## config.mk

```make
export PLATFORM = sky130hd
export DESIGN_NAME = der_top
export DESIGN_NICKNAME = d
export VERILOG_FILES = /design/src/core/der_pkg.sv /design/src/core/der_sync.sv /design/src/core/der_flag.sv /design/src/core/der_top.sv
export SDC_FILE = /design/constraint.sdc
export NUM_CORES = 1
export LEC_CHECK = 0
export BUFFER_PORTS_ARGS = -buffer_cell sky130_fd_sc_hd__buf_2
export CORE_MARGIN = 5
export CORE_UTILIZATION = 53
export DETAILED_ROUTE_END_ITERATION = 6
export PLACE_DENSITY_LB_ADDON = 0.1
export SETUP_SLACK_MARGIN = 0.05
export SYNTH_ARGS = -nofsm -noshare
export SYNTH_HDL_FRONTEND = slang
export SYNTH_SLANG_ARGS = --single-unit
export TNS_END_PERCENT = 1
```

## constraint.sdc

```tcl
create_clock -name CLK_SYS_I -period 4.3 [get_ports CLK_SYS_I]
set_input_delay 0.645 -clock CLK_SYS_I [delete_from_list [all_inputs] [get_ports CLK_SYS_I]]
set_output_delay 0.645 -clock CLK_SYS_I [all_outputs]
set_load 0.02 [all_outputs]
```

## src/core/der_pkg.sv

```systemverilog
package der_pkg;

  ////////////////////////////////////////////////////////////////////////////
  // Register byte addresses
  localparam logic [11:0] ADDR_CTRL_STATUS = 12'h000;
  localparam logic [11:0] ADDR_PCI_ADDRESS = 12'h004;
  localparam logic [11:0] ADDR_BYTE_COUNT  = 12'h008;
  localparam logic [11:0] ADDR_IRQ_ENABLE  = 12'h00C;
  localparam logic [11:0] ADDR_IRQ_ROUTE   = 12'h010;
  localparam logic [11:0] ADDR_IRQ_STATUS  = 12'h014;
  localparam logic [11:0] ADDR_REMAINING   = 12'h018;

  ////////////////////////////////////////////////////////////////////////////
  // Control/status field positions
  localparam int BIT_GO         = 0;
  localparam int BIT_DIR        = 1;
  localparam int BIT_RST_REQ    = 2;
  localparam int BIT_ACTIVE     = 3;
  localparam int BIT_FLAG_LO    = 4;
  localparam int BIT_CLINE8     = 8;
  localparam int BIT_WMARK_LO   = 16;

  // Event index, shared by flags, enables, routes and pending bits
  localparam int EV_DONE        = 0;
  localparam int EV_PCI_ERR     = 1;
  localparam int EV_LOCAL_ERR   = 2;
  localparam int EV_RESET       = 3;
  localparam int EV_NUM         = 4;

  ////////////////////////////////////////////////////////////////////////////
  // Widths, depths and values after reset
  localparam int LEVEL_W        = 7;
  localparam int COUNT_W        = 24;
  localparam int WMARK_W        = 8;
  localparam logic [LEVEL_W-1:0] FIFO_DEPTH_WORDS = 7'h40;
  localparam logic [LEVEL_W-1:0] CACHELINE_SIZE_SHORT      = 7'h04;
  localparam logic [LEVEL_W-1:0] CACHELINE_SIZE_LONG       = 7'h08;
  localparam logic [COUNT_W-1:0] WORD_BYTES       = 24'h000004;
  localparam logic [EV_NUM-1:0]  RST_IRQ_ENABLE   = 4'h0;
  localparam logic [EV_NUM-1:0]  RST_IRQ_ROUTE    = 4'h0;
  localparam logic [WMARK_W-1:0] RST_WMARK        = 8'h00;
  localparam logic [31:0]        RST_PCI_ADDRESS  = 32'h0000_0000;
  localparam logic [COUNT_W-1:0] RST_BYTE_COUNT   = 24'h000000;
  localparam int SYNC_STAGES    = 3;

  ////////////////////////////////////////////////////////////////////////////
  // Channel states
  typedef enum logic [2:0] {
    DER_IDLE,
    DER_RUN,
    DER_LFILL,
    DER_HALT,
    DER_RST_WAIT,
    DER_RST_FLUSH
  } der_state_e;

endpackage

```

## src/core/der_sync.sv

```systemverilog
`timescale 1ns/1ps
module der_sync (
  // Clock and reset
  input  wire logic clk_i,
  input  wire logic rst_n_i,
  // Asynchronous level in, filtered level out
  input  wire logic async_i,
  output logic      level_o
);
  import der_pkg::*;

  typedef struct packed {
    logic [SYNC_STAGES-1:0] stage;
    logic                   level;
  } der_sync_s;

  der_sync_s r;
  der_sync_s next_r;

  // First stage feeds only the second; change taken once stages two and three agree
  always_comb begin
    next_r       = r;
    next_r.stage = {r.stage[SYNC_STAGES-2:0], async_i};
    if (r.stage[1] == r.stage[2]) begin
      next_r.level = r.stage[2];
    end
  end

  always_ff @(posedge clk_i or negedge rst_n_i) begin
    if (!rst_n_i) begin
      r <= '0;
    end else begin
      r <= next_r;
    end
  end

  assign level_o = r.level;
endmodule

```

## src/core/der_flag.sv

```systemverilog
`timescale 1ns/1ps
module der_flag (
  // Clock and reset
  input  wire logic clk_i,
  input  wire logic rst_n_i,
  // Hardware set, software write-one clear
  input  wire logic set_i,
  input  wire logic clr_i,
  output logic      flag_o
);
  import der_pkg::*;

  typedef struct packed {
    logic flag;
  } der_flag_s;

  der_flag_s r;
  der_flag_s next_r;

  // A set in the clearing cycle wins
  always_comb begin
    next_r = r;
    if (set_i) begin
      next_r.flag = 1'b1;
    end else if (clr_i) begin
      next_r.flag = 1'b0;
    end
  end

  always_ff @(posedge clk_i or negedge rst_n_i) begin
    if (!rst_n_i) begin
      r <= '0;
    end else begin
      r <= next_r;
    end
  end

  assign flag_o = r.flag;
endmodule

```

## src/core/der_top.sv

```systemverilog
// Operation
// RULE1: PCI error sets the PCI error flag
// RULE2: Local bus error sets the local error flag
// RULE3: Local error on write: fill to watermark first
// RULE4: PCI read error: stop prefetch, flag, drop request
// RULE5: Local read error: drop request, flag, finish prefetch
// RULE6: PCI write error: halt writes, flag, drop request
// RULE7: Local write error: drop request, send complete cachelines
// RULE8: Four events each have an interrupt enable
// RULE9: Each event routed to PCI or local pin
// RULE10: Readable pending status for each event
// RULE11: Flags cleared by writing one; clears interrupt
// RULE12: Halted transfer resumes only after channel reset
// RULE13: Reset-done flag set when channel reset finishes
// RULE14: Errors leave the local slave channel untouched
// RULE15: Reset request ignored while channel inactive
// RULE16: Active reset first drops the DMA request; code drops it in the same cycle as prefetch off and the stops
// RULE17: Reset ends write at cacheline, read at once
// RULE18: FIFO flushed only after frame has ended
// RULE19: Reset clears active, keeps address and count
// RULE20: Reset interrupt raised on routed pin if enabled
// RULE21: Done flag set when byte count expires
// RULE22: Active bit held through the whole transfer
// RULE23: Pin asserted by any enabled pending routed event
`timescale 1ns/1ps
module der_top (
  // Clock and reset
  input  wire logic                         CLK_SYS_I,
  input  wire logic                         ARST_N_I,
  // APB slave
  input  wire logic                         PSEL_I,
  input  wire logic                         PENABLE_I,
  input  wire logic                         PWRITE_I,
  input  wire logic [11:0]                  PADDR_I,
  input  wire logic [31:0]                  PWDATA_I,
  output logic      [31:0]                  PRDATA_O,
  output logic                              PREADY_O,
  output logic                              PSLVERR_O,
  // Local bus DMA handshake pins
  input  wire logic                         LOCAL_ERR_I,
  output logic                              DMA_REQUEST_N_O,
  // PCI master and shared FIFO
  input  wire logic                         PCI_ERR_I,
  input  wire logic                         PCI_FRAME_I,
  input  wire logic                         PCI_WORD_I,
  input  wire logic [der_pkg::LEVEL_W-1:0]  FIFO_LEVEL_I,
  output logic                              PCI_PREFETCH_EN_O,
  output logic                              PCI_WRITE_EN_O,
  output logic                              PCI_STOP_NOW_O,
  output logic                              PCI_STOP_CACHELINE_SIZE_O,
  output logic                              FIFO_FLUSH_O,
  // Interrupt pins
  output logic                              INT_PCI_O,
  output logic                              INT_LOCAL_O
);
  import der_pkg::*;

  ////////////////////////////////////////////////////////////////////////////
  // State

  typedef struct packed {
    der_state_e           state;
    logic                 dir;
    logic                 cline8;
    logic [WMARK_W-1:0]   wmark;
    logic [31:0]          pci_addr;
    logic [COUNT_W-1:0]   byte_cnt;
    logic [COUNT_W-1:0]   remain;
    logic [EV_NUM-1:0]    irq_en;
    logic [EV_NUM-1:0]    irq_route;
    logic                 req_n;
    logic                 prefetch;
    logic                 wr_en;
    logic                 stop_now;
    logic                 stop_cacheline_size;
    logic                 flush;
    logic                 int_pci;
    logic                 int_local;
    logic                 pready;
    logic                 pslverr;
    logic [31:0]          prdata;
  } der_top_s;

  der_top_s            r;
  der_top_s            next_r;
  logic [1:0]          rst_pipe;
  logic                rst_n;
  logic                local_err;
  logic [EV_NUM-1:0]   flags;
  logic [EV_NUM-1:0]   flag_set;
  logic [EV_NUM-1:0]   flag_clr;
  logic [EV_NUM-1:0]   pending;
  logic                wr_access;
  logic                cs_write;
  logic                active;
  logic [LEVEL_W-1:0]  cacheline_size_words;
  logic [LEVEL_W-1:0]  fill_target;
  logic                mapped;
  logic [31:0]         rd_value;

  ////////////////////////////////////////////////////////////////////////////
  // Reset release

  always_ff @(posedge CLK_SYS_I or negedge ARST_N_I) begin
    if (!ARST_N_I) begin
      rst_pipe <= 2'h0;
    end else begin
      rst_pipe <= {rst_pipe[0], 1'b1};
    end
  end

  assign rst_n = rst_pipe[1];

  ////////////////////////////////////////////////////////////////////////////
  // Local bus error pin

  der_sync u_local_err_sync (
    .clk_i   (CLK_SYS_I),
    .rst_n_i (rst_n),
    .async_i (LOCAL_ERR_I),
    .level_o (local_err)
  );

  ////////////////////////////////////////////////////////////////////////////
  // Sticky event flags

  // RULE11: write one clears
  assign flag_clr = cs_write ? PWDATA_I[BIT_FLAG_LO +: EV_NUM] : 4'h0;

  for (genvar i = 0; i < EV_NUM; i++) begin : g_flag
    der_flag u_flag (
      .clk_i   (CLK_SYS_I),
      .rst_n_i (rst_n),
      .set_i   (flag_set[i]),
      .clr_i   (flag_clr[i]),
      .flag_o  (flags[i])
    );
  end

  // RULE10: pending per source
  assign pending = flags & r.irq_en;

  ////////////////////////////////////////////////////////////////////////////
  // Decode helpers

  assign wr_access   = PSEL_I && PENABLE_I && PWRITE_I && r.pready && !r.pslverr;
  assign cs_write    = wr_access && (PADDR_I == ADDR_CTRL_STATUS);
  // RULE22: active from go to done or reset
  assign active      = (r.state != DER_IDLE);
  assign cacheline_size_words = r.cline8 ? CACHELINE_SIZE_LONG : CACHELINE_SIZE_SHORT;
  assign fill_target = (r.wmark == RST_WMARK) ? cacheline_size_words : r.wmark[LEVEL_W-1:0];

  always_comb begin
    mapped   = 1'b1;
    rd_value = 32'h0000_0000;
    unique case (PADDR_I)
      ADDR_CTRL_STATUS: begin
        rd_value[BIT_DIR]                     = r.dir;
        rd_value[BIT_ACTIVE]                  = active;
        rd_value[BIT_FLAG_LO +: EV_NUM]       = flags;
        rd_value[BIT_CLINE8]                  = r.cline8;
        rd_value[BIT_WMARK_LO +: WMARK_W]     = r.wmark;
      end
      ADDR_PCI_ADDRESS: rd_value = r.pci_addr;
      ADDR_BYTE_COUNT:  rd_value[COUNT_W-1:0] = r.byte_cnt;
      ADDR_IRQ_ENABLE:  rd_value[EV_NUM-1:0]  = r.irq_en;
      ADDR_IRQ_ROUTE:   rd_value[EV_NUM-1:0]  = r.irq_route;
      ADDR_IRQ_STATUS:  rd_value[EV_NUM-1:0]  = pending;
      ADDR_REMAINING:   rd_value[COUNT_W-1:0] = r.remain;
      default:          mapped = 1'b0;
    endcase
  end

  ////////////////////////////////////////////////////////////////////////////
  // Next state

  always_comb begin
    next_r   = r;
    flag_set = 4'h0;

    // APB: zero-wait answer in the first access cycle
    next_r.pready  = PSEL_I && !PENABLE_I;
    next_r.pslverr = PSEL_I && !PENABLE_I && !mapped;
    if (PSEL_I && !PENABLE_I && !PWRITE_I) begin
      next_r.prdata = rd_value;
    end

    // RULE8: enables; RULE9: routes
    if (wr_access && PADDR_I == ADDR_IRQ_ENABLE) begin
      next_r.irq_en = PWDATA_I[EV_NUM-1:0];
    end
    if (wr_access && PADDR_I == ADDR_IRQ_ROUTE) begin
      next_r.irq_route = PWDATA_I[EV_NUM-1:0];
    end
    // RULE19: address, count and setup only change by software
    if (!active && cs_write) begin
      next_r.dir    = PWDATA_I[BIT_DIR];
      next_r.cline8 = PWDATA_I[BIT_CLINE8];
      next_r.wmark  = PWDATA_I[BIT_WMARK_LO +: WMARK_W];
    end
    if (!active && wr_access && PADDR_I == ADDR_PCI_ADDRESS) begin
      next_r.pci_addr = PWDATA_I;
    end
    if (!active && wr_access && PADDR_I == ADDR_BYTE_COUNT) begin
      next_r.byte_cnt = PWDATA_I[COUNT_W-1:0];
    end

    next_r.flush = 1'b0;

    unique case (r.state)
      DER_IDLE: begin
        next_r.req_n      = 1'b1;
        next_r.prefetch   = 1'b0;
        next_r.wr_en      = 1'b0;
        next_r.stop_now   = 1'b0;
        next_r.stop_cacheline_size = 1'b0;
        // RULE15: reset request has no effect here
        if (cs_write && PWDATA_I[BIT_GO]) begin
          next_r.state  = DER_RUN;
          next_r.remain = next_r.byte_cnt;
        end
      end

      DER_RUN, DER_LFILL: begin
        if (next_r.dir) begin
          next_r.req_n = !(FIFO_LEVEL_I < FIFO_DEPTH_WORDS);
          next_r.wr_en = 1'b1;
        end else begin
          next_r.req_n    = (FIFO_LEVEL_I == 7'h00);
          next_r.prefetch = 1'b1;
        end
        if (PCI_WORD_I && r.remain != 24'h000000) begin
          next_r.remain = r.remain - WORD_BYTES;
        end
        if (r.remain == 24'h000000 ||
            (PCI_WORD_I && r.remain <= WORD_BYTES)) begin
          // RULE21: count expired
          flag_set[EV_DONE] = 1'b1;
          next_r.state      = DER_IDLE;
          next_r.req_n      = 1'b1;
          next_r.prefetch   = 1'b0;
          next_r.wr_en      = 1'b0;
        end else if (PCI_ERR_I) begin
          // RULE1: PCI error flagged
          flag_set[EV_PCI_ERR] = 1'b1;
          next_r.state         = DER_HALT;
          if (r.dir) begin
            // RULE6: writes halted, request dropped at once
            next_r.wr_en = 1'b0;
            next_r.req_n = 1'b1;
          end else begin
            // RULE4: prefetch off now, request drops a cycle later
            next_r.prefetch = 1'b0;
            next_r.req_n    = r.req_n;
          end
        end else if (r.state == DER_RUN && local_err && !r.dir) begin
          // RULE2: local error flagged
          // RULE5: request off, prefetch runs out with the frame
          flag_set[EV_LOCAL_ERR] = 1'b1;
          next_r.state           = DER_HALT;
          next_r.req_n           = 1'b1;
          next_r.prefetch        = r.prefetch && PCI_FRAME_I;
        end else if (r.state == DER_RUN && local_err) begin
          // RULE3: keep filling up to the watermark
          next_r.state = DER_LFILL;
        end else if (r.state == DER_LFILL && FIFO_LEVEL_I >= fill_target) begin
          // RULE7: request off, whole cachelines still drain
          flag_set[EV_LOCAL_ERR] = 1'b1;
          next_r.state           = DER_HALT;
          next_r.req_n           = 1'b1;
          next_r.wr_en           = PCI_FRAME_I && FIFO_LEVEL_I >= cacheline_size_words;
        end
      end

      DER_HALT: begin
        // RULE12: stays halted until a reset request
        next_r.req_n    = 1'b1;
        next_r.prefetch = r.prefetch && PCI_FRAME_I;
        next_r.wr_en    = r.wr_en && PCI_FRAME_I && FIFO_LEVEL_I >= cacheline_size_words;
      end

      DER_RST_WAIT: begin
        next_r.req_n = 1'b1;
        // RULE18: flush once the frame is gone
        if (!PCI_FRAME_I) begin
          next_r.stop_now   = 1'b0;
          next_r.stop_cacheline_size = 1'b0;
          next_r.wr_en      = 1'b0;
          next_r.flush      = 1'b1;
          next_r.state      = DER_RST_FLUSH;
        end
      end

      DER_RST_FLUSH: begin
        // RULE13: reset finished
        // RULE19: active clears, reset flag sets
        // RULE20: reset event feeds the routed pin
        flag_set[EV_RESET] = 1'b1;
        next_r.state       = DER_IDLE;
      end
    endcase

    // RULE16: request dropped at once, in the same cycle as prefetch off and the stops
    // RULE17: write ends at cacheline, read at once
    if (cs_write && PWDATA_I[BIT_RST_REQ] &&
        (r.state == DER_RUN || r.state == DER_LFILL || r.state == DER_HALT)) begin
      next_r.state      = DER_RST_WAIT;
      next_r.req_n      = 1'b1;
      next_r.prefetch   = 1'b0;
      next_r.wr_en      = r.dir && PCI_FRAME_I && r.wr_en;
      next_r.stop_cacheline_size = r.dir && PCI_FRAME_I;
      next_r.stop_now   = !r.dir && PCI_FRAME_I;
    end

    // RULE14: only this channel's pins are touched by errors
    // RULE23: pin is the OR of routed pending events
    next_r.int_pci   = |(flags & r.irq_en & r.irq_route);
    next_r.int_local = |(flags & r.irq_en & ~r.irq_route);
  end

  ////////////////////////////////////////////////////////////////////////////
  // Registers

  always_ff @(posedge CLK_SYS_I or negedge rst_n) begin
    if (!rst_n) begin
      r            <= '0;
      r.state      <= DER_IDLE;
      r.wmark      <= RST_WMARK;
      r.pci_addr   <= RST_PCI_ADDRESS;
      r.byte_cnt   <= RST_BYTE_COUNT;
      r.irq_en     <= RST_IRQ_ENABLE;
      r.irq_route  <= RST_IRQ_ROUTE;
      r.req_n      <= 1'b1;
    end else begin
      r <= next_r;
    end
  end

  ////////////////////////////////////////////////////////////////////////////
  // Outputs

  assign PRDATA_O          = r.prdata;
  assign PREADY_O          = r.pready;
  assign PSLVERR_O         = r.pslverr;
  assign DMA_REQUEST_N_O   = r.req_n;
  assign PCI_PREFETCH_EN_O = r.prefetch;
  assign PCI_WRITE_EN_O    = r.wr_en;
  assign PCI_STOP_NOW_O    = r.stop_now;
  assign PCI_STOP_CACHELINE_SIZE_O  = r.stop_cacheline_size;
  assign FIFO_FLUSH_O      = r.flush;
  assign INT_PCI_O         = r.int_pci;
  assign INT_LOCAL_O       = r.int_local;

endmodule

```

==> impl_metrics.tcl, run 1 <==
set metrics [dict create \
    fin_cells 1030 \
    maxCapViolations 0 \
    fin_worst_skew_ns 0.008179 \
    synthSimpleGateAreaFrac 0.1537 \
    p_leak_nw 4.263 \
    cp-end-kind "register" \
    finalCritPeriodShare 0.7118 \
    core_sq_um 14530 \
    arrival_ns 3.36 \
    ys_seq_area_frac 0.4877 \
    r2r-start "r[142]" \
    peakVddDrop_uv 318.9 \
    slowest_delay_ns 0.68 \
    synthFlopType "dfrtp_1" \
    min_period_ns 3.061 \
    synth_top_area_cell "dfrtp_1" \
    syn_area_sq_um 7854 \
    post-cts-setup-buffers 0 \
    final_antenna_net_count 0 \
    grt_max_degree 79 \
    crit_cells 7 \
    crit_type "register to register" \
    post_cts_resized 0 \
    synthMostInstantiatedCell "dfrtp_1" \
    insertion_delay_ns 0.43 \
    gp_congestion 0.9043 \
    cts_tree "yes" \
    worstSetupEndpoint "r[63]" \
    yosysTopAreaCellShare 0.4843 \
    rows 44 \
    rsz0062_at_grt "no" \
    hold_viol 0 \
    fmax_ghz 0.3267 \
    die_y_um 131.7 \
    muxShareOfSynthArea 0.09782 \
    synth-compound-area-share 0.1700 \
    antenna_found_initial 0 \
    die_w_um 131.7 \
    drt-total-wl_um 20670 \
    grt-ovfl-total 0 \
    crit_chain "nor2_1 > nand4_1 > nor3_4 > buf_4 > mux2_2 > a22oi_1 > o21ai_1" \
    grt_pass1_wl_um 33800 \
    stdcell_area_sq_um 8900 \
    synthAdderAreaFrac 0.02039 \
    r2r_setup_slack_ns 1.24 \
    power_mw 4.429 \
    initial_core_util 0.5404 \
    slew_headroom 0.3450 \
    synth_top_family_by_area "compound AO/OA/AOI/OAI gates" \
    synthArstFlopShare 1.000 \
    cts_sinks 153 \
    r2r_cells 7 \
    root_buffer "clkbuf_16" \
    worst_path_max_delay_cell "nor3_4" \
    yosysUniqueCellTypes 70 \
    drv_slew 0 \
    tns_ns 0 \
    ys_ff_latch 153 \
    status "completed" \
    grt_usage 0.2391 \
    ios 102 \
    dpl.cell_count 997 \
    postPlaceCellArea_sq_um 8292 \
    netlist_top_cells_area "dfrtp_1 (48%), mux2_2 (5.6%), nand2_1 (3.9%), mux2_1 (3.9%), buf_4 (3.1%)" \
    drt-initial-drc-count 649 \
    synth_edf_count 0 \
    utilization 0.6123 \
    cts_made_buffers 17 \
    dp_hpwl_um 14650 \
    worstPathRequired_ns 4.60 \
    wl_per_cell_um 20.07 \
    drcViolationCount 0 \
    synthToLayoutAreaGrowth_pct 13.32 \
    power_density_nw_per_um2 497.7 \
    syn_nets 849 \
    min_path_cells 1 \
    clk_pin_slew_ns 0.06 \
    routed-via-count 6420 \
    min_path_type "input pin to register" \
    antennaDiodeCount 0 \
    worst-path-buf-inv 1 \
    r2r_end "r[63]" \
    setup_viol 0 \
    ys_warn_count 0 \
    synth_xor_area_frac 0.002230 \
    io_buffers 101 \
    dieArea_sq_um 17350 \
    yosys-top-cells-count "dfrtp_1 (152), nand2_1 (82), o21ai_0 (47), mux2_2 (39)" \
    avgSynthCellArea_sq_um 10.11 \
    crit_family "simple AND/OR/NAND/NOR gates" \
    worst_slew_pin_slew_ns 0.9825 \
    startpoint_type "register" \
    critical_path_peak_fanout 15 \
    crit_start "r[142]" \
    fin_nets 905 \
    clockBufferDepth 2 \
    first_pass_iters 5 \
    grt_pass1_vias 6327 \
    h-tree-depth 4 \
    viasPerCell 6.233 \
    syn_inst 777 \
    drive_gt1_frac 0.2400 \
]
[per-layer routing]
metal	wire length, um	vias to the layer above	track usage	share of wire
li1	-	2923	-	-
met2	9529	273	0.3736	0.46
met4	384	0	0.07314	0.019
met5	0	-	0	0
met3	1509	34	0.05305	0.073
met1	9246	3190	0.3356	0.45
[where the power goes]
part	total (mW)	switching, mW	internal (mW)
registers	1.75	0.185	1.56
clock network	1.52	0.566	0.952
logic	1.17	0.753	0.412
total	4.43	1.50	2.92
[logic make-up (layout without fill, tap and decap cells)]
group / after synthesis / in the layout
other cells: 1 / 1
buf+inv: 100 / 169
fa+ha+maj: 13 / 13
mux: 68 / 68
flops: 153 / 153
simple gates: 236 / 236
compound gates: 204 / 204
xor+xnor: 2 / 2
[cells in the final DEF (no fill, tap or decap), types with 3 or more instances in the layout]
cell type,instances
nor2_1,37
a31oi_1,8
nand3_1,33
nor4_2,4
inv_1,22
bufinv_16,3
ha_1,12
a2bb2oi_1,5
a222oi_1,7
o21ai_1,29
nand2_1,82
or3_1,4
buf_4,11
a22o_1,17
nor3_1,19
nand4b_1,3
clkbuf_1,3
nor4_1,5
o22ai_1,5
o21ai_0,47
nand2b_1,12
a221oi_1,14
clkbuf_16,17
nand4_1,5
a32o_1,3
and3_1,5
clkinv_2,6
a22oi_1,6
dfrtp_1,151
buf_2,101
or4_1,7
clkbuf_8,3
mux2_1,27
o211ai_1,5
a21oi_1,37
mux2_2,39
[layout make-up]
cell class	count	area (sq um)
Tap cell	184	230.2
Fill cell	1274	5634
Inverter	22	82.58
Timing Repair Buffer	115	638.1
Clock buffer	23	478.0
Multi-Input combinational cell	524	3517
Sequential cell	153	3834
Clock inverter	9	120.1
[how the worst min path moves through the flow]
stage                                     startpoint                          to  slack (ns)
after detailed placement                 rst_pipe[0]                 rst_pipe[1]        0.34
after global routing                     LOCAL_ERR_I  u_local_err_sync.next_r[2]        0.30
after floorplan                          rst_pipe[0]                 rst_pipe[1]        0.33
final                                    LOCAL_ERR_I  u_local_err_sync.next_r[2]        0.32
after CTS                                LOCAL_ERR_I  u_local_err_sync.next_r[2]        0.31
after global placement    u_local_err_sync.next_r[2]  u_local_err_sync.next_r[3]        0.33
[state kept, by name, indices dropped and copies added, names as in the netlist]
name	count
PRDATA_O	32
PREADY_O	1
PSLVERR_O	1
INT_PCI_O	1
INT_LOCAL_O	1
FIFO_FLUSH_O	1
rst_pipe	2
PCI_WRITE_EN_O	1
g_flag.u_flag.flag_o	4
r	101
DMA_REQUEST_N_O	1
u_local_err_sync.next_r	2
PCI_PREFETCH_EN_O	1
u_local_err_sync.level_o	1
PCI_STOP_NOW_O	1
PCI_STOP_CACHELINE_SIZE_O	1
u_local_err_sync.r	1
[repair_timing]
action / 4_1_cts / 5_1_grt
endpoints found under the hold margin: 2 / 0
hold buffers: 1 / 0
setup endpoints to repair: 0 / 0
[metrics by stage]
stage               hold slack (ns)  setup slack (ns)
floorplan                    0.3311             1.557
global placement             0.3320             1.014
detailed placement           0.3396             1.007
CTS                          0.3066             1.221
global route                 0.3041            0.9466
finish                       0.3175             1.239
Note: power is estimated with default switching activity, not from simulation.
==> run 2, diff against run 1 <==
Settings changed: ABC_AREA set to 1, CORE_UTILIZATION 53 to 59.
Clock period 4.3 ns to 3.1 ns, I/O delays scaled along.
==> impl_metrics.tcl, run 2 <==
set metrics [dict create \
    grt_usage 0.2746 \
    drive_gt1_frac 0.1603 \
    yosys-top-cells-count "nand2_1 (239), dfrtp_1 (152), inv_1 (143), o21ai_0 (111), nor2_1 (96)" \
    hold_viol 0 \
    r2r_setup_slack_ns 0.45 \
    dp_hpwl_um 16070 \
    critical_path_peak_fanout 4 \
    layout_commonest_cell "nand2_1" \
    synth_top_area_cell "dfrtp_1" \
    die_w_um 127.4 \
    peakVddDrop_uv 519.7 \
    postPlaceCellArea_sq_um 8641 \
    avgSynthCellArea_sq_um 7.860 \
    cts_made_buffers 17 \
    slew_headroom 0.5269 \
    post_cts_resized 0 \
    mostFrequentLayoutCells "nand2_1 (238), dfrtp_1 (151), inv_1 (143)" \
    synthArstFlopShare 1.000 \
    grt_pass1_wl_um 34920 \
    utilization 0.6768 \
    dieArea_sq_um 16240 \
    r2r-start "r[136]" \
    synth_xor_area_frac 0.01292 \
    synthToLayoutAreaGrowth_pct 14.13 \
    initial_core_util 0.5930 \
    grt_pass1_vias 6635 \
    final_antenna_net_count 0 \
    fin_cells 1303 \
    grt-ovfl-total 0 \
    arrival_ns 3.01 \
    netlist_top_cells_area "dfrtp_1 (47%), nand2_1 (11%), o21ai_0 (6.8%), inv_1 (6.6%), nor2_1 (4.4%)" \
    min_period_ns 2.646 \
    startpoint_type "register" \
    rows 43 \
    worst_slew_pin_slew_ns 0.7072 \
    yosysTopAreaCellShare 0.4675 \
    synthMostInstantiatedCell "nand2_1" \
    antenna_found_initial 0 \
    r2r_end "r[141]" \
    syn_nets 1107 \
    ios 102 \
    regMostFlops "r" \
    stdcell_area_sq_um 9285 \
    syn_inst 1035 \
    drcViolationCount 0 \
    r2r_cells 16 \
    muxShareOfSynthArea 0.006921 \
    drt-initial-drc-count 814 \
    gp_congestion 0.9389 \
    p_leak_nw 4.787 \
    fillers 1181 \
    grt_max_degree 55 \
    synth_edf_count 0 \
    viasPerCell 5.431 \
    dpl.cell_count 1270 \
    crit_type "register to register" \
    fin_worst_skew_ns 0.009509 \
    fin_hold_ws_ns 0.1442 \
    die_y_um 127.4 \
    syn_area_sq_um 8135 \
    core_sq_um 13720 \
    clockBufferDepth 2 \
    tns_ns 0 \
    antennaDiodeCount 0 \
    fmax_ghz 0.3779 \
    drt-total-wl_um 21710 \
    wl_per_cell_um 16.66 \
    synthAdderAreaFrac 0.01969 \
    first_pass_iters 5 \
    fin_nets 1182 \
    ys_warn_count 0 \
    setup_viol 0 \
    insertion_delay_ns 0.43 \
    maxCapViolations 0 \
    min_from "LOCAL_ERR_I" \
    ys_ff_latch 153 \
    routed-via-count 7077 \
    min_path_cells 1 \
    post-cts-setup-buffers 0 \
    synthFlopType "dfrtp_1" \
    cts_sinks 153 \
    synthSimpleGateAreaFrac 0.2121 \
    finalCritPeriodShare 0.8537 \
    drv_slew 0 \
    power_density_nw_per_um2 667.6 \
    min_path_type "input pin to register" \
    io_buffers 101 \
    worstPathRequired_ns 3.47 \
    cp-end-kind "register" \
    hold_end "u_local_err_sync.next_r[2]" \
    largest_reg_flops 101 \
    yosysUniqueCellTypes 49 \
    rsz0062_at_grt "no" \
    h-tree-depth 4 \
    synth-compound-area-share 0.1578 \
    synth_top_family_by_area "simple AND/OR/NAND/NOR gates" \
    ys_seq_area_frac 0.4708 \
    clk_pin_slew_ns 0.06 \
    cts_tree "yes" \
    root_buffer "clkbuf_16" \
    status "completed" \
]
==> run 2: cell types whose count changed in the layout (fill, tap and decap cells not counted), sizes merged, moves of 15 or more <==
cell,delta
inv,+132
nand2,+161
nor2,+63
o21ai,+51
o22ai,+17
a22o,-15
mux2,-62
==> run 2: worst max-delay path, stage by stage, from the launching register on <==
cell and delay (ns):
dfrtp_1 0.38, inv_1 0.10, nand3_1 0.09, nor3_1 0.28, o21ai_0 0.13, ha_1 0.30
nand2_1 0.08, nand2_1 0.04, o21ai_0 0.16, nand3_1 0.23, nand2_1 0.18, nand2_1 0.06
o21bai_1 0.15, nand2_1 0.12, nand2_1 0.14, nand2_1 0.08, nand2_1 0.06
==> run 2: layout make-up <==
type / count / area, sq um / area share
Clock inverter: 12 / 187.7 / 0.02021
Timing Repair Buffer: 120 / 688.2 / 0.07411
Inverter: 151 / 566.8 / 0.06104
Tap cell: 180 / 225.2 / 0.02426
Multi-Input combinational cell: 667 / 3337 / 0.3594
Clock buffer: 20 / 446.7 / 0.04811
Sequential cell: 153 / 3834 / 0.4129
==> run 2: logic make-up (layout without fill, tap and decap cells) <==
logic type               Yosys count  count (layout)
adder cells (fa/ha/maj)           13              13
flip-flops                       153             153
multiplexers                       5               5
other                              1               1
XOR/XNOR                          12              12
AO/OA/AOI/OAI                    225             225
buffers and inverters            215             303
AND/OR/NAND/NOR                  411             411
==> run 2: layer usage <==
metal	part of all wire	vias to the layer above	global-route usage
li1	-	3473	-
met1	0.46	3248	0.4041
met2	0.43	309	0.4014
met3	0.087	47	0.05936
met4	0.028	0	0.1003
met5	0	-	0
==> run 2: worst max-delay path by stage <==
stage | slack (ns) | from | end | cells after the start
final | 0.45 | r[136] | r[141] | 16
after global routing | 0.10 | r[136] | r[141] | 17
after CTS | 0.47 | r[136] | r[141] | 16
after detailed placement | 0.51 | r[136] | r[141] | 16
after global placement | 0.62 | r[134] | r[142] | 17
after floorplan | 0.57 | rst_pipe[1] | FIFO_FLUSH_O | 0
==> run 2: per-stage QoR <==
step | total power [mW] | setup slack, ns
2_1_floorplan | 3.526 | 0.5652
3_3_place_gp | 3.929 | 0.6199
3_5_place_dp | 3.963 | 0.5097
4_1_cts | 6.203 | 0.4748
5_1_grt | 6.542 | 0.1023
6_report | 6.199 | 0.4537
==> run 2: power by group <==
group          leakage [nW]  internal (mW)  switching [mW]  total [mW]
clock network         0.302           1.38           0.853        2.24
registers              1.91           2.19           0.198        2.39
logic                  2.57          0.505            1.07        1.57
==> run 2: what timing repair did <==
item,CTS,global route
setup endpoints to repair,0,0
hold endpoints to repair,2,0
hold buffers,1,0
==> run 3, diff against run 2 <==
==> constraint.sdc (replaced) <==
create_clock -name CLK_SYS_I -period 3.1 [get_ports CLK_SYS_I]
set_input_delay 0 -clock CLK_SYS_I [delete_from_list [all_inputs] [get_ports CLK_SYS_I]]
set_output_delay 0 -clock CLK_SYS_I [all_outputs]
set_load 0.02 [all_outputs]
==> impl_metrics.tcl, run 3 (same netlist as run 2, synthesis figures left out) <==
set metrics [dict create \
    r2r_cells 17 \
    grt_max_degree 66 \
    cts_sinks 153 \
    worst_slew_pin_slew_ns 0.6460 \
    cts_tree "yes" \
    layout_commonest_cell "nand2_1" \
    hold_viol 0 \
    post-cts-setup-buffers 0 \
    fin_nets 1215 \
    worstPathRequired_ns 3.46 \
    min_period_ns 2.664 \
    clockBufferDepth 2 \
    dieArea_sq_um 16240 \
    cp-end-kind "register" \
    root_buffer "clkbuf_16" \
    h-tree-depth 4 \
    tns_ns 0 \
    first_pass_iters 6 \
    wl_per_cell_um 16.41 \
    core_sq_um 13720 \
    dpl.cell_count 1264 \
    drt-total-wl_um 21910 \
    gp_congestion 0.9575 \
    postCtsHoldBufs 40 \
    utilization 0.6983 \
    min_path_type "input pin to register" \
    startpoint_type "register" \
    grt-ovfl-total 0 \
    peakVddDrop_uv 395.3 \
    final_antenna_net_count 0 \
    setup_ws_ns 0.4360 \
    drcViolationCount 0 \
    drt-met1-wl_um 10040 \
    routed-via-count 7267 \
    fin_cells 1335 \
    rsz0062_at_grt "no" \
    drive_gt1_frac 0.1498 \
    finalCritPeriodShare 0.8594 \
    largest_reg_flops 101 \
    multi_input_area_sq_um 3337 \
    slew_headroom 0.5666 \
    antenna_found_initial 0 \
    grt_pass1_wl_um 35710 \
    grt_pass1_vias 6871 \
    post_cts_resized 0 \
    p_leak_nw 4.904 \
    clk_pin_slew_ns 0.06 \
    post-place-ws_ns 0.5346 \
    dp_hpwl_um 15940 \
    cts_made_buffers 17 \
    min_path_cells 5 \
    mostFrequentLayoutCells "nand2_1 (238), dfrtp_1 (151), inv_1 (143)" \
    arrival_ns 3.03 \
    regMostFlops "r" \
    ff_latch_area_sq_um 3834 \
    status "completed" \
    die_w_um 127.4 \
    ios 102 \
    antennaDiodeCount 0 \
    drt-initial-drc-count 676 \
    wl_met2_um 9438 \
    drv_slew 0 \
    dr_wl_met3_um 1901 \
    io_buffers 101 \
    fmax_ghz 0.3754 \
    grt_usage 0.2797 \
    critical_path_peak_fanout 4 \
    die_y_um 127.4 \
    synthToLayoutAreaGrowth_pct 17.76 \
    power_density_nw_per_um2 632.7 \
    fillers 1149 \
    power_mw 6.062 \
    setup_viol 0 \
    fin_worst_skew_ns 0.004709 \
    initial_core_util 0.5930 \
    maxCapViolations 0 \
    viasPerCell 5.443 \
    crit_type "register to register" \
    rows 43 \
    insertion_delay_ns 0.42 \
    highest_layer "met4" \
]
## run 3: cell count changes in the layout (fill, tap and decap cells not counted), sizes merged
cell         previous run  this run
dlygate4sd3             1        40
bufinv                  4         3
inv                   154       151
buf                   119       113
clkinv                  3         7
clkbuf                 20        19
## run 3: critical path, cell delays in order (launching register included)
cell and delay, ns:
dfrtp_1 0.38, inv_1 0.12, nand3_1 0.08, nor3_1 0.27, nand2_1 0.08, o21ai_0 0.10
ha_1 0.28, nand2_1 0.09, nor2_1 0.04, o21ai_0 0.15, nand3_1 0.20, nand2_1 0.16
nand2_1 0.07, o21bai_1 0.18, nand2_1 0.13, nand2_1 0.14, nand2_1 0.06, nand2_1 0.06
## run 3: cell type report
type / instances / share of cell area
clock buffers: 19 / 0.04519
clock inverters: 12 / 0.01580
inverters: 151 / 0.05916
multi-input cells: 667 / 0.3483
flip-flops and latches: 153 / 0.4002
well taps: 180 / 0.02351
repair buffers: 153 / 0.1079
## run 3: path summary, 6_finish.rpt
kind	from	to	slack, ns
worst min-delay path	PCI_WORD_I	g_flag[0].u_flag.flag_o	0.10
worst max register to register	r[136]	r[142]	0.44
worst min register to register	rst_pipe[1]	r[70]	0.25
max in group asynchronous	rst_pipe[1]	DMA_REQUEST_N_O	2.15
min in group asynchronous	rst_pipe[1]	r[70]	0.25
worst max-delay path	r[136]	r[142]	0.44
## run 3: metrics by stage
stage	instance area (sq um)	hold WS (ns)
after floorplan	8137	-0.2956
after global placement	8596	-0.2147
after detailed placement	8596	-0.2143
after CTS	9580	0.08489
after global routing	9580	0.1103
final	9580	0.1005
## run 3: power by group
group / total, mW / switching [mW] / internal [mW] / leakage (nW)
clock: 2.07 / 0.815 / 1.26 / 0.283
combinational: 1.61 / 1.08 / 0.529 / 2.71
sequential: 2.38 / 0.189 / 2.19 / 1.91
total: 6.06 / 2.08 / 3.98 / 4.90
## run 3: metal layers
layer,up-vias,GRT usage
met5,-,0
met4,0,0.09590
met3,41,0.05644
met2,314,0.4085
met1,3383,0.4175
li1,3529,-
